`src/emla_pkg.sv`:
```
// Shared constants and types of the eight-macrocell logic array
package emla_pkg;

  localparam int EMLA_CELLS = 8;
  localparam int EMLA_INPUTS = 8;
  localparam int EMLA_COLS = 16;
  localparam int EMLA_TERM_W = 32;
  localparam int EMLA_TERMS = 64;
  localparam int EMLA_TERM_AW = 6;
  localparam int EMLA_SIG_W = 64;
  localparam int EMLA_AW = 5;

  localparam logic [EMLA_AW-1:0] EMLA_OFF_CTRL = 5'h00;
  localparam logic [EMLA_AW-1:0] EMLA_OFF_CELLCFG = 5'h04;
  localparam logic [EMLA_AW-1:0] EMLA_OFF_PLOAD = 5'h08;
  localparam logic [EMLA_AW-1:0] EMLA_OFF_STATUS = 5'h0C;
  localparam logic [EMLA_AW-1:0] EMLA_OFF_SIG_LO = 5'h10;
  localparam logic [EMLA_AW-1:0] EMLA_OFF_SIG_HI = 5'h14;
  localparam logic [EMLA_AW-1:0] EMLA_OFF_ARR_ADDR = 5'h18;
  localparam logic [EMLA_AW-1:0] EMLA_OFF_ARR_DATA = 5'h1C;

  localparam int EMLA_CTRL_SECURE_BIT = 8;
  localparam int EMLA_CFG_POL_LSB = 16;
  localparam int EMLA_PL_MASK_LSB = 8;
  localparam int EMLA_ST_READY_BIT = 0;
  localparam int EMLA_ST_SECURE_BIT = 1;
  localparam int EMLA_ST_OUT_LSB = 8;
  localparam int EMLA_ST_OE_LSB = 16;

  localparam logic [7:0] EMLA_OUT_RESET = 8'hFF;
  localparam logic [15:0] EMLA_CFG_RESET = 16'h0000;
  localparam logic [7:0] EMLA_POL_RESET = 8'h00;

  localparam int EMLA_CLK_PERIOD_NS = 10;
  localparam int EMLA_PUR_TIME_NS = 1000;
  localparam int EMLA_PUR_CYC = EMLA_PUR_TIME_NS / EMLA_CLK_PERIOD_NS;
  localparam int EMLA_PUR_CW = 8;

  // Outermost and innermost macrocell positions, enable term row and last term index
  localparam logic [2:0] EMLA_MC_OUTER_LO = 3'h0;
  localparam logic [2:0] EMLA_MC_OUTER_HI = 3'h7;
  localparam logic [2:0] EMLA_MC_INNER_LO = 3'h3;
  localparam logic [2:0] EMLA_MC_INNER_HI = 3'h4;
  localparam logic [2:0] EMLA_ROW_ENABLE = 3'h0;
  localparam logic [5:0] EMLA_LAST_TERM = 6'h3F;

  typedef enum logic [1:0] {
    EMLA_MODE_REG = 2'b00,
    EMLA_MODE_COMPLEX = 2'b01,
    EMLA_MODE_SIMPLE = 2'b10
  } emla_mode_t;

  typedef enum logic [1:0] {
    EMLA_CELL_REG = 2'b00,
    EMLA_CELL_COMB_IO = 2'b01,
    EMLA_CELL_COMB_OUT = 2'b10,
    EMLA_CELL_INPUT = 2'b11
  } emla_cell_t;

endpackage : emla_pkg

```
`src/emla_array.sv`:
```
// Eight-macrocell logic array with Avalon-MM register access
//
// Local design decisions: the Avalon-MM interface to the registers and the register offsets.
`timescale 1ns/1ps
`default_nettype none

// Behaviour
// - Registers clear at power-up, registered outputs high
// - Preload forces each register high or low
// - Security blocks pattern readback and preload
// - 64-bit signature always readable and writable
// - Eight macrocells, four configurable cell types
// - Registered mode: clock, enable pins not inputs
// - Complex mode: clock, enable on outer feedback
// - Simple mode: inner cells always outputs, no feedback
// - Undriven inputs and I/Os read high
// - Registered mode clocking, enable, term split
// - Complex mode seven sum terms, one enable
// - Simple mode eight sum terms, no enable
module emla_array import emla_pkg::*; (
  input wire logic clk_sys,
  input wire logic rst_n,
  input wire logic [EMLA_AW-1:0] avs_address,
  input wire logic avs_read,
  input wire logic avs_write,
  input wire logic [31:0] avs_writedata,
  input wire logic [3:0] avs_byteenable,
  output logic [31:0] avs_readdata,
  output logic avs_waitrequest,
  input wire logic [EMLA_INPUTS-1:0] in_pin,
  input wire logic [EMLA_INPUTS-1:0] in_pin_driven,
  input wire logic clk_pin,
  input wire logic clk_pin_driven,
  input wire logic oe_n_pin,
  input wire logic oe_n_pin_driven,
  input wire logic [EMLA_CELLS-1:0] io_pin_in,
  input wire logic [EMLA_CELLS-1:0] io_pin_driven,
  output logic [EMLA_CELLS-1:0] io_pin_out,
  output logic [EMLA_CELLS-1:0] io_pin_oe
);

  typedef struct packed {
    logic clk_s1;
    logic clk_s2;
    logic clk_s3;
    logic oe_s1;
    logic oe_s2;
    logic [EMLA_INPUTS-1:0] in_s1;
    logic [EMLA_INPUTS-1:0] in_s2;
    logic [EMLA_CELLS-1:0] io_s1;
    logic [EMLA_CELLS-1:0] io_s2;
    logic [EMLA_PUR_CW-1:0] pur_cnt;
    logic ready;
    emla_mode_t mode;
    logic [EMLA_CELLS-1:0][1:0] cell_type;
    logic [EMLA_CELLS-1:0] pol;
    logic secure;
    logic [EMLA_SIG_W-1:0] sig;
    logic [EMLA_TERM_AW-1:0] arr_addr;
    logic [EMLA_CELLS-1:0] mcr;
    logic [EMLA_TERM_AW-1:0] idx;
    logic rd_vld;
    logic [EMLA_TERM_AW-1:0] rd_idx;
    logic [EMLA_COLS-1:0] snap;
    logic [EMLA_CELLS-1:0] acc_sum;
    logic [EMLA_CELLS-1:0] acc_en;
    logic [EMLA_CELLS-1:0] sum;
    logic [EMLA_CELLS-1:0] en;
    logic [EMLA_CELLS-1:0] out;
    logic [EMLA_CELLS-1:0] oe;
    logic ack;
    logic [31:0] rdata;
  } emla_state_t;

  if (EMLA_PUR_CYC >= (1 << EMLA_PUR_CW) || EMLA_PUR_CYC < 1) begin : g_chk
    $error("emla_array: power-up count does not fit its counter");
  end

  emla_state_t s_q;
  emla_state_t s_d;
  logic [EMLA_TERM_W-1:0] mem_rdata;
  logic mem_we;
  logic steal;
  logic [EMLA_TERM_AW-1:0] mem_addr;

  function automatic logic term_eval(logic [EMLA_TERM_W-1:0] f,
                                     logic [EMLA_COLS-1:0] col);
    logic [EMLA_TERM_W-1:0] lit;
    lit = '0;
    for (int k = 0; k < EMLA_COLS; k++) begin
      lit[2*k] = col[k];
      lit[2*k+1] = ~col[k];
    end
    // Blank term is held false
    return (|f) && (&(~f | lit));
  endfunction : term_eval

  function automatic logic is_reg(emla_mode_t m, logic [1:0] t);
    return (m == EMLA_MODE_REG) && (t == EMLA_CELL_REG);
  endfunction : is_reg

  function automatic logic uses_en(emla_mode_t m, logic [1:0] t);
    logic r;
    r = 1'b0;
    unique case (m)
      EMLA_MODE_REG: r = (t != EMLA_CELL_REG);
      EMLA_MODE_COMPLEX: r = 1'b1;
      EMLA_MODE_SIMPLE: r = 1'b0;
      default: r = 1'b0;
    endcase
    return r;
  endfunction : uses_en

  function automatic logic [31:0] be_merge(logic [31:0] old,
                                           logic [31:0] nw,
                                           logic [3:0] be);
    logic [31:0] r;
    r = old;
    for (int b = 0; b < 4; b++) begin
      if (be[b]) begin
        r[8*b +: 8] = nw[8*b +: 8];
      end
    end
    return r;
  endfunction : be_merge

  emla_term_mem #(
    .W(EMLA_TERM_W),
    .D(EMLA_TERMS),
    .AW(EMLA_TERM_AW)
  ) u_mem (
    .clk_sys(clk_sys),
    .rst_n(rst_n),
    .we(mem_we),
    .addr(mem_addr),
    .wdata(avs_writedata),
    .rdata_q(mem_rdata)
  );

  always_comb begin
    logic [EMLA_CELLS-1:0] io_eff;
    logic [EMLA_COLS-1:0] cols;
    logic [EMLA_CELLS-1:0] acc_sum;
    logic [EMLA_CELLS-1:0] acc_en;
    logic [31:0] cur;
    logic [31:0] wv;
    logic [2:0] mc;
    logic v;
    logic edge_clk;
    logic req;
    logic wr_now;
    io_eff = '0;
    cols = '0;
    acc_sum = s_q.acc_sum;
    acc_en = s_q.acc_en;
    cur = '0;
    wv = '0;
    mc = s_q.rd_idx[5:3];
    v = 1'b0;
    edge_clk = 1'b0;
    req = 1'b0;
    wr_now = 1'b0;
    s_d = s_q;

    // Pin sampling with weak pull-ups
    for (int k = 0; k < EMLA_CELLS; k++) begin
      io_eff[k] = s_q.oe[k] ? s_q.out[k]
                : (io_pin_driven[k] ? io_pin_in[k] : 1'b1);
    end
    s_d.clk_s1 = clk_pin_driven ? clk_pin : 1'b1;
    s_d.oe_s1 = oe_n_pin_driven ? oe_n_pin : 1'b1;
    s_d.in_s1 = in_pin | ~in_pin_driven;
    s_d.io_s1 = io_eff;
    s_d.clk_s2 = s_q.clk_s1;
    s_d.clk_s3 = s_q.clk_s2;
    s_d.oe_s2 = s_q.oe_s1;
    s_d.in_s2 = s_q.in_s1;
    s_d.io_s2 = s_q.io_s1;

    // Power-up interval; clock edges ignored until it ends
    if (!s_q.ready) begin
      s_d.pur_cnt = s_q.pur_cnt + 1'b1;
      if (s_q.pur_cnt == EMLA_PUR_CW'(EMLA_PUR_CYC - 1)) begin
        s_d.ready = 1'b1;
      end
    end
    edge_clk = s_q.clk_s2 & ~s_q.clk_s3 & s_q.ready;

    // Bus handshake: one wait cycle, action at the accept edge
    req = avs_read | avs_write;
    s_d.ack = req & ~s_q.ack;
    wr_now = s_q.ack & avs_write;

    // Array columns per mode
    for (int k = 0; k < EMLA_INPUTS; k++) begin
      cols[k] = s_q.in_s2[k];
    end
    for (int k = 0; k < EMLA_CELLS; k++) begin
      unique case (s_q.mode)
        EMLA_MODE_REG: begin
          cols[EMLA_INPUTS+k] = is_reg(s_q.mode, s_q.cell_type[k])
                              ? s_q.mcr[k] : s_q.io_s2[k];
        end
        EMLA_MODE_COMPLEX: begin
          if (3'(k) == EMLA_MC_OUTER_LO) begin
            cols[EMLA_INPUTS+k] = s_q.clk_s2;
          end else if (3'(k) == EMLA_MC_OUTER_HI) begin
            cols[EMLA_INPUTS+k] = s_q.oe_s2;
          end else begin
            cols[EMLA_INPUTS+k] = s_q.io_s2[k];
          end
        end
        EMLA_MODE_SIMPLE: begin
          if (3'(k) == EMLA_MC_INNER_LO) begin
            cols[EMLA_INPUTS+k] = s_q.clk_s2;
          end else if (3'(k) == EMLA_MC_INNER_HI) begin
            cols[EMLA_INPUTS+k] = s_q.oe_s2;
          end else begin
            cols[EMLA_INPUTS+k] = s_q.io_s2[k];
          end
        end
        default: cols[EMLA_INPUTS+k] = s_q.io_s2[k];
      endcase
    end

    // Term sweep, one term per cycle
    s_d.rd_vld = ~steal;
    s_d.rd_idx = s_q.idx;
    if (!steal) begin
      s_d.idx = s_q.idx + 1'b1;
    end
    if (s_q.rd_vld) begin
      v = term_eval(mem_rdata, s_q.snap);
      if (s_q.rd_idx[2:0] == EMLA_ROW_ENABLE &&
          uses_en(s_q.mode, s_q.cell_type[mc])) begin
        acc_en[mc] = v;
      end else begin
        acc_sum[mc] = acc_sum[mc] | v;
      end
      if (s_q.rd_idx == EMLA_LAST_TERM) begin
        s_d.sum = acc_sum;
        s_d.en = acc_en;
        acc_sum = '0;
        acc_en = '0;
        s_d.snap = cols;
      end
    end
    s_d.acc_sum = acc_sum;
    s_d.acc_en = acc_en;

    // Macrocell registers: shared clock, preload, power-up clear
    for (int k = 0; k < EMLA_CELLS; k++) begin
      if (edge_clk && is_reg(s_q.mode, s_q.cell_type[k])) begin
        s_d.mcr[k] = s_q.sum[k];
      end
    end
    if (wr_now && avs_address == EMLA_OFF_PLOAD && !s_q.secure) begin
      for (int k = 0; k < EMLA_CELLS; k++) begin
        if (avs_writedata[EMLA_PL_MASK_LSB+k]) begin
          s_d.mcr[k] = avs_writedata[k];
        end
      end
    end
    if (!s_q.ready) begin
      s_d.mcr = '0;
    end

    // Pin drivers per cell type
    for (int k = 0; k < EMLA_CELLS; k++) begin
      if (is_reg(s_q.mode, s_q.cell_type[k])) begin
        s_d.out[k] = ~s_q.mcr[k];
        s_d.oe[k] = ~s_q.oe_s2;
      end else begin
        s_d.out[k] = s_q.sum[k] ^ s_q.pol[k];
        if (s_q.mode == EMLA_MODE_SIMPLE &&
            (3'(k) == EMLA_MC_INNER_LO || 3'(k) == EMLA_MC_INNER_HI)) begin
          s_d.oe[k] = 1'b1;
        end else if (s_q.cell_type[k] == EMLA_CELL_INPUT) begin
          s_d.oe[k] = 1'b0;
        end else if (s_q.mode == EMLA_MODE_SIMPLE) begin
          s_d.oe[k] = 1'b1;
        end else begin
          s_d.oe[k] = s_q.en[k];
        end
      end
      if (!s_q.ready) begin
        s_d.oe[k] = 1'b0;
      end
    end

    // Register reads, captured in the wait cycle
    if (req && !s_q.ack) begin
      unique case (avs_address)
        EMLA_OFF_CTRL: begin
          cur = 32'(s_q.mode);
          cur[EMLA_CTRL_SECURE_BIT] = s_q.secure;
        end
        EMLA_OFF_CELLCFG: begin
          cur = 32'(s_q.cell_type);
          cur[EMLA_CFG_POL_LSB +: EMLA_CELLS] = s_q.pol;
        end
        EMLA_OFF_PLOAD: cur = 32'(s_q.mcr);
        EMLA_OFF_STATUS: begin
          cur[EMLA_ST_READY_BIT] = s_q.ready;
          cur[EMLA_ST_SECURE_BIT] = s_q.secure;
          cur[EMLA_ST_OUT_LSB +: EMLA_CELLS] = s_q.out;
          cur[EMLA_ST_OE_LSB +: EMLA_CELLS] = s_q.oe;
        end
        EMLA_OFF_SIG_LO: cur = s_q.sig[31:0];
        EMLA_OFF_SIG_HI: cur = s_q.sig[63:32];
        EMLA_OFF_ARR_ADDR: cur = 32'(s_q.arr_addr);
        default: cur = '0;
      endcase
      s_d.rdata = cur;
    end

    // Register writes at the accept edge
    if (wr_now) begin
      unique case (avs_address)
        EMLA_OFF_CTRL: begin
          wv = be_merge(32'(s_q.mode), avs_writedata, avs_byteenable);
          if (wv[1:0] != 2'b11) begin
            s_d.mode = emla_mode_t'(wv[1:0]);
          end
          if (avs_byteenable[1] && avs_writedata[EMLA_CTRL_SECURE_BIT]) begin
            s_d.secure = 1'b1;
          end
        end
        EMLA_OFF_CELLCFG: begin
          cur = 32'(s_q.cell_type);
          cur[EMLA_CFG_POL_LSB +: EMLA_CELLS] = s_q.pol;
          wv = be_merge(cur, avs_writedata, avs_byteenable);
          s_d.cell_type = wv[15:0];
          s_d.pol = wv[EMLA_CFG_POL_LSB +: EMLA_CELLS];
        end
        EMLA_OFF_SIG_LO: begin
          s_d.sig[31:0] = be_merge(s_q.sig[31:0], avs_writedata,
                                   avs_byteenable);
        end
        EMLA_OFF_SIG_HI: begin
          s_d.sig[63:32] = be_merge(s_q.sig[63:32], avs_writedata,
                                    avs_byteenable);
        end
        EMLA_OFF_ARR_ADDR: begin
          wv = be_merge(32'(s_q.arr_addr), avs_writedata, avs_byteenable);
          s_d.arr_addr = wv[EMLA_TERM_AW-1:0];
        end
        default: begin
        end
      endcase
    end
  end

  // Bus borrows the term store port; the sweep skips that cycle
  assign mem_we = s_q.ack & avs_write & (avs_address == EMLA_OFF_ARR_DATA);
  assign steal = mem_we | (avs_read & ~s_q.ack &
                           (avs_address == EMLA_OFF_ARR_DATA));
  assign mem_addr = steal ? s_q.arr_addr : s_q.idx;

  always_ff @(posedge clk_sys or negedge rst_n) begin
    if (!rst_n) begin
      s_q <= '0;
      s_q.clk_s1 <= 1'b1;
      s_q.clk_s2 <= 1'b1;
      s_q.clk_s3 <= 1'b1;
      s_q.oe_s1 <= 1'b1;
      s_q.oe_s2 <= 1'b1;
      s_q.mode <= EMLA_MODE_REG;
      s_q.cell_type <= EMLA_CFG_RESET;
      s_q.pol <= EMLA_POL_RESET;
      s_q.out <= EMLA_OUT_RESET;
    end else begin
      s_q <= s_d;
    end
  end

  assign avs_waitrequest = (avs_read | avs_write) & ~s_q.ack;
  assign avs_readdata = (s_q.ack && avs_address == EMLA_OFF_ARR_DATA)
                      ? (s_q.secure ? '0 : mem_rdata)
                      : s_q.rdata;
  assign io_pin_out = s_q.out;
  assign io_pin_oe = s_q.oe;

endmodule : emla_array
`default_nettype wire

```
`src/emla_term_mem.sv`:
```
// Product-term store with registered read data
`timescale 1ns/1ps
`default_nettype none

module emla_term_mem import emla_pkg::*; #(
  parameter int W = EMLA_TERM_W,
  parameter int D = EMLA_TERMS,
  parameter int AW = EMLA_TERM_AW
) (
  input wire logic clk_sys,
  input wire logic rst_n,
  input wire logic we,
  input wire logic [AW-1:0] addr,
  input wire logic [W-1:0] wdata,
  output logic [W-1:0] rdata_q
);

  if (D > (1 << AW)) begin : g_chk
    $error("emla_term_mem: depth exceeds address range");
  end

  typedef struct packed {
    logic [D-1:0][W-1:0] mem;
    logic [W-1:0] rdata;
  } emla_mem_state_t;

  emla_mem_state_t s_q;
  emla_mem_state_t s_d;

  // Read before write on the same address
  always_comb begin
    s_d = s_q;
    s_d.rdata = s_q.mem[addr];
    if (we) begin
      s_d.mem[addr] = wdata;
    end
  end

  always_ff @(posedge clk_sys or negedge rst_n) begin
    if (!rst_n) begin
      s_q <= '0;
    end else begin
      s_q <= s_d;
    end
  end

  assign rdata_q = s_q.rdata;

endmodule : emla_term_mem
`default_nettype wire

```
`config.mk`:
```
export PLATFORM = sky130hd
export DESIGN_NAME = emla_array
export DESIGN_NICKNAME = d
export VERILOG_FILES = /design/src/emla_pkg.sv /design/src/emla_array.sv /design/src/emla_term_mem.sv
export SDC_FILE = /design/constraint.sdc
export NUM_CORES = 2
export LEC_CHECK = 0
export BUFFER_PORTS_ARGS = -buffer_cell sky130_fd_sc_hd__buf_2
export CAP_MARGIN = 40
export CORE_MARGIN = 8
export CORE_UTILIZATION = 30
export DETAILED_ROUTE_END_ITERATION = 12
export PLACE_DENSITY_LB_ADDON = 0.12
export SLEW_MARGIN = 20
export SYNTH_ARGS = -nofsm -noshare
export SYNTH_HDL_FRONTEND = slang
export SYNTH_SLANG_ARGS = --single-unit
```
`constraint.sdc`:
```
create_clock -name clk_sys -period 9.35 [get_ports clk_sys]
set_input_delay 1.87 -clock clk_sys [delete_from_list [all_inputs] [get_ports clk_sys]]
set_output_delay 1.87 -clock clk_sys [all_outputs]
set_load 0.02 [all_outputs]
```
# Word-level counts from Yosys, hierarchy flattened
# Cells that the tools add are included.
[op_classes]
eq_ne = 20
n_lt_le_gt_ge = 4
n_mul = 0
n_addsub = 2
n_bitwise = 50
div = 0
shifts = 0
muxes = 123
n_reduce_logical = 56
[op_table]
columns = ["cell", "n"]
rows = [
  ["2048-bit bitwise mux", 1],
  ["32-bit binary-select mux with 6-bit select", 1],
  ["32-bit demux with 6-bit select", 1],
  ["32-bit 2-to-1 mux", 4],
  ["1-bit 2-to-1 mux", 91],
  ["16-bit one-hot mux with 5 select lines", 1],
  ["8-bit 2-to-1 mux", 6],
  ["3-bit AND reduction", 14],
  ["32-bit NOT", 1],
  ["32-bit OR", 1],
  ["32-bit AND reduction", 1],
  ["32-bit OR reduction", 1],
  ["6-bit one-hot mux with 5 select lines", 1],
  ["1-bit NOT", 28],
  ["1-bit logical AND", 25],
  ["5-bit equality test, second input constant", 4],
  ["2-bit equality test, second input constant", 9],
  ["2-bit zero test", 9],
  ["8-bit bitwise mux", 2],
  ["8-bit one-hot mux with 2 select lines", 1],
  ["2-bit one-hot mux with 7 select lines", 1],
  ["5-bit by 4-bit equality test with 1-bit output, second input constant", 2],
  ["1-bit one-hot mux with 2 select lines", 5],
  ["8-bit by 1-bit adder with 8-bit output, second input constant", 1],
  ["25 further kinds", 44],
]
[totals]
word_cells = 364
latchBits = 0
in_bits = 81
mem_count = 0
output_inout_bits = 49
romBits = 0
ff_bits = 2341
ram_bits = 0

# Logic depth before layout (Yosys ltp)
[depth]
ltp_word = 10
depth_mapped = 13
ltp_nobuf = 8

# Cells and area by module
# Synthesis repeated with hierarchy kept, for this count alone.
[hier_totals]
cells_unflattened = 8097
area_unflattened_um2 = 105313.5
[by_module_without_submodules]
columns = ["mod", "area_per_inst_um2", "cells_each", "n_inst", "seq_area_each_um2"]
rows = [
  ["emla_term_mem", 92904.1, 6948, 1, 52049.9],
  ["emla_array", 12409.4, 1149, 1, 6547.5],
]

# Worst setup path after synthesis
# No wires, ideal clock.
[synth_path]
path_type = "input to output"
start = "input avs_address[1]"
end = "output avs_readdata[10]"
n_path_buf = 3
t_arrival_ns = 3.570
path_slack_ns = 3.910
cell_stages = 7
path_cell_list = "nor3b_2 clkbuf_1 and3_1 clkbuf_1 buf_1 nand3b_1 nand2_1"
[synth_between]
elab_chain_cells = 3
[synth_lines]
columns = ["element", "line", "rtl"]
rows = [
  ["start: declaration", "emla_array.sv:23", "input wire logic [EMLA_AW-1:0] avs_address,"],
  ["5-bit equality test", "emla_array.sv:378", "assign avs_readdata = (s_q.ack && avs_address == EMLA_OFF_ARR_DATA)"],
  ["1-bit logical AND", "emla_array.sv:378", ""],
  ["32-bit 2-to-1 mux", "emla_array.sv:379", "? (s_q.secure ? '0 : mem_rdata)"],
  ["end: declaration", "emla_array.sv:28", "output logic [31:0] avs_readdata,"],
]
# No other way between the ends.

# Worst setup path in the final report
[layout_path]
start = "input avs_address[3]"
end = "output avs_readdata[17]"
# The elaborated chain is that of the path after synthesis.

==> impl_metrics.py <==
metrics = {
    "critical_path": {
        "r2r_setup_slack_ps": 4290,
        "slowest_delay_ps": 770,
        "worst_ep_required_time_ps": 7480,
        "crit_slowest_cell": "and3_2",
        "worstSetupPathType": "in -> out",
        "arrival_ps": 4080,
        "r2r-end": "u_mem.s_q[188]$_DFFE_PN0P_",
        "crit_fanout": 32,
        "critPathTopFamily": "simple AND/OR/NAND/NOR gates",
        "path_cells": "buf_2, and2_1, and3_2, buf_4, nand3b_1, nand2_1, buf_2",
        "endpoint_kind": "output port",
        "startpoint_type": "input pin",
        "r2r_cells": 7,
        "path_buf_inv": 3,
        "r2r_start": "s_q[119]$_DFFE_PN0P_",
        "cpMostUsedCell": "buf_2",
    },
    "routing": {
        "drc_errors": 0,
        "drt-total-wl_um": 482000,
        "drt_first_pass_iters": 7,
        "vias_per_cell": 5.84,
        "vias": 75200,
        "drt_iter0_drc": 9206,
        "postRouteAntennaNets": 0,
        "wl_per_cell_um": 37.4,
    },
    "grt": {
        "grt_max_degree": 172,
        "groute.layer.met1.usage_pct": 34.2,
        "grtUsageMet3_pct": 4.71,
        "grt_antenna_before_repair": 51,
        "gr-usage-met2_pct": 40.1,
        "grt_pass1_wl_um": 659000,
        "grt_overflow": 0,
        "grt_pass1_vias": 76400,
        "top_usage_layer": "met2",
        "track_usage_pct": 25.5,
    },
    "logic_synthesis": {
        "synth_common_cells": "2328 x dfrtp_1, 2172 x mux2_2, 489 x clkbuf_1",
        "synth_largest_area_cell": "dfrtp_1",
        "synth_seq_cells": 2341,
        "ys_async_sr_fraction_pct": 100,
        "synth_cells": 8088,
        "yosysTopAreaCellShare_pct": 55.7,
        "synthTopCellsByArea": "dfrtp_1 56%, mux2_2 23%, a222oi_1 3.1%",
        "syn_area_per_cell_sq_um": 12.9,
        "seq_area_frac_synth_pct": 56.0,
        "yosysMostFrequentCell": "dfrtp_1",
        "synth_edf_count": 0,
        "netlist-cell-type-count": 84,
        "syn-num-nets": 8171,
        "synth_flop_cell": "dfrtp_1",
        "synth_warnings": 0,
        "syn_area_sq_um": 105000,
    },
    "hold_path": {
        "min_delay_path_depth": 0,
        "min_path_type": "reg -> reg",
        "worstHoldStart": "s_d[230]$_DFF_PN0_",
        "whs_endpoint": "s_q[230]$_DFF_PN0_",
    },
    "die": {
        "num_rows": 217,
        "die_x_um": 606,
        "num_io_pins": 130,
        "die_h_um": 606,
        "die_area_sq_um": 368000,
        "start_util_pct": 30.0,
        "core_sq_um": 348000,
    },
    "cts": {
        "cts_max_level": 5,
        "postCtsSetupRepairBufs": 0,
        "clock-sinks": 2341,
        "clock_latency_ps": 920,
        "clk_pin_slew_ps": 60,
        "clock-root-buffer": "clkbuf_16",
        "cts-resized-gates": 0,
        "tritoncts": "done",
        "cts_hold_buf": 0,
        "cts_buffer_depth": 4,
        "cts_buffers": 280,
    },
    "placed_design": {
        "place.gp.congestion": 0.849,
        "portBuffers": 129,
        "preCtsSetupSlack_ps": 2860,
        "place_hpwl_um": 297000,
    },
    "run_status": {
        "status": "finished clean",
    },
    "power": {
        "leakage_nw": 57.4,
        "p_total_w": 0.0269,
        "power_density_nw_per_um2": 221,
        "ir_drop_mv": 0.134,
    },
    "timing": {
        "hold_violations": 0,
        "max_freq_mhz": 168,
        "tightest_slew_ps": 1090,
        "final.min_clock_period_ps": 5950,
        "slew_violations": 0,
        "worst_slack_ps": 3400,
        "clock_skew_ps": 43.4,
        "setup_tns_ps": 0,
        "grt_setup_unrepaired": "no",
        "max_slew_margin_pct": 27.1,
        "fin_crit_sh_pct": 63.6,
        "setup_violations": 0,
    },
    "run": {
        "cap_violations": 0,
    },
    "layout": {
        "area_growth_pct": 16.7,
        "drive_above_1_share_pct": 39.5,
        "nets": 8138,
    },
}
-- worst register-to-register path, delay by kind of cell (launching register included) --
| kind | cells | cell delay (ps) |
|---|---|---|
| buffers and inverters | 1 | 600 |
| AND/OR/NAND/NOR | 5 | 3260 |
| multiplexers | 1 | 450 |
| flip-flops | 1 | 640 |
-- where the power goes --
group / switching, W / internal (W)
Combinational: 0.00411 / 0.00103
Sequential: 0.000321 / 0.0104
Clock: 0.00453 / 0.00653
-- sequential cells by signal, indices dropped and copies added (netlist names) --
| name | flops |
|---|---|
| u_mem.rdata_q | 32 |
| s_q | 220 |
| io_pin_out | 8 |
| s_d | 25 |
| io_pin_oe | 8 |
| u_mem.s_q | 2048 |
-- stage by stage --
step	util, %	hold slack [ps]	cells	area, sq um
2_1_floorplan	-	331	8088	105000
3_3_place_gp	31.9	337	12300	111000
3_5_place_dp	32.3	335	12400	113000
4_1_cts	35.0	353	12800	122000
5_1_grt	35.0	356	12900	122000
6_report	35.0	349	12900	122000
-- worst max path at each step --
stage,end,slack [ps],cells past startpoint,from
floorplan,avs_readdata[10],3910,7,avs_address[1]
global placement,u_mem.rdata_q[13]$_DFF_PN0_,1660,11,avs_address[3]
detailed placement,u_mem.s_q[190]$_DFFE_PN0P_,2860,9,avs_address[1]
CTS,avs_readdata[17],3500,7,avs_address[3]
global route,avs_readdata[17],3380,7,avs_address[3]
finish,avs_readdata[17],3400,7,avs_address[3]
-- layout by cell type, fill, tap and decap left out, types with 74 or more instances in the layout --
master,synthesis,routed
nand2_1,349,311
mux2i_1,205,198
o21ai_0,425,423
buf_4,16,266
nand3_1,179,179
buf_2,216,136
a21o_1,82,82
nand4_1,74,74
mux2_2,2172,2172
a31oi_1,99,95
a21oi_1,177,176
clkbuf_16,0,290
a222oi_1,326,326
dfrtp_1,2328,2328
-- logic make-up after synthesis --
family                     Yosys count  synth area share, %
xor gates and xnor gates            19                0.159
DFF                               2341                 56.0
and+or+nand+nor                    963                 4.58
adders and majority gates            2               0.0239
AOI/OAI and AO/OA                 1520                 10.3
muxes                             2388                 25.5
buffers and inverters              855                 3.38
-- final cells by class --
class,instances,area (sq um)
diodes,27,67.6
repair buffers,516,5100
inverters,24,90.1
clock inverters,55,607
clock buffers,427,8500
multi-input cells,4892,43300
fillers,33900,226000
well taps,4599,5750
flip-flops and latches,2341,58600
-- routing by layer --
metal  part of all wire (%)  up-vias
met4                    5.2        8
met3                    7.2      831
met1                     43    40900
li1                       -    30100
met2                     45     3356
met5                 0.0091        -
No activity file was read; power rests on OpenSTA's default activity.
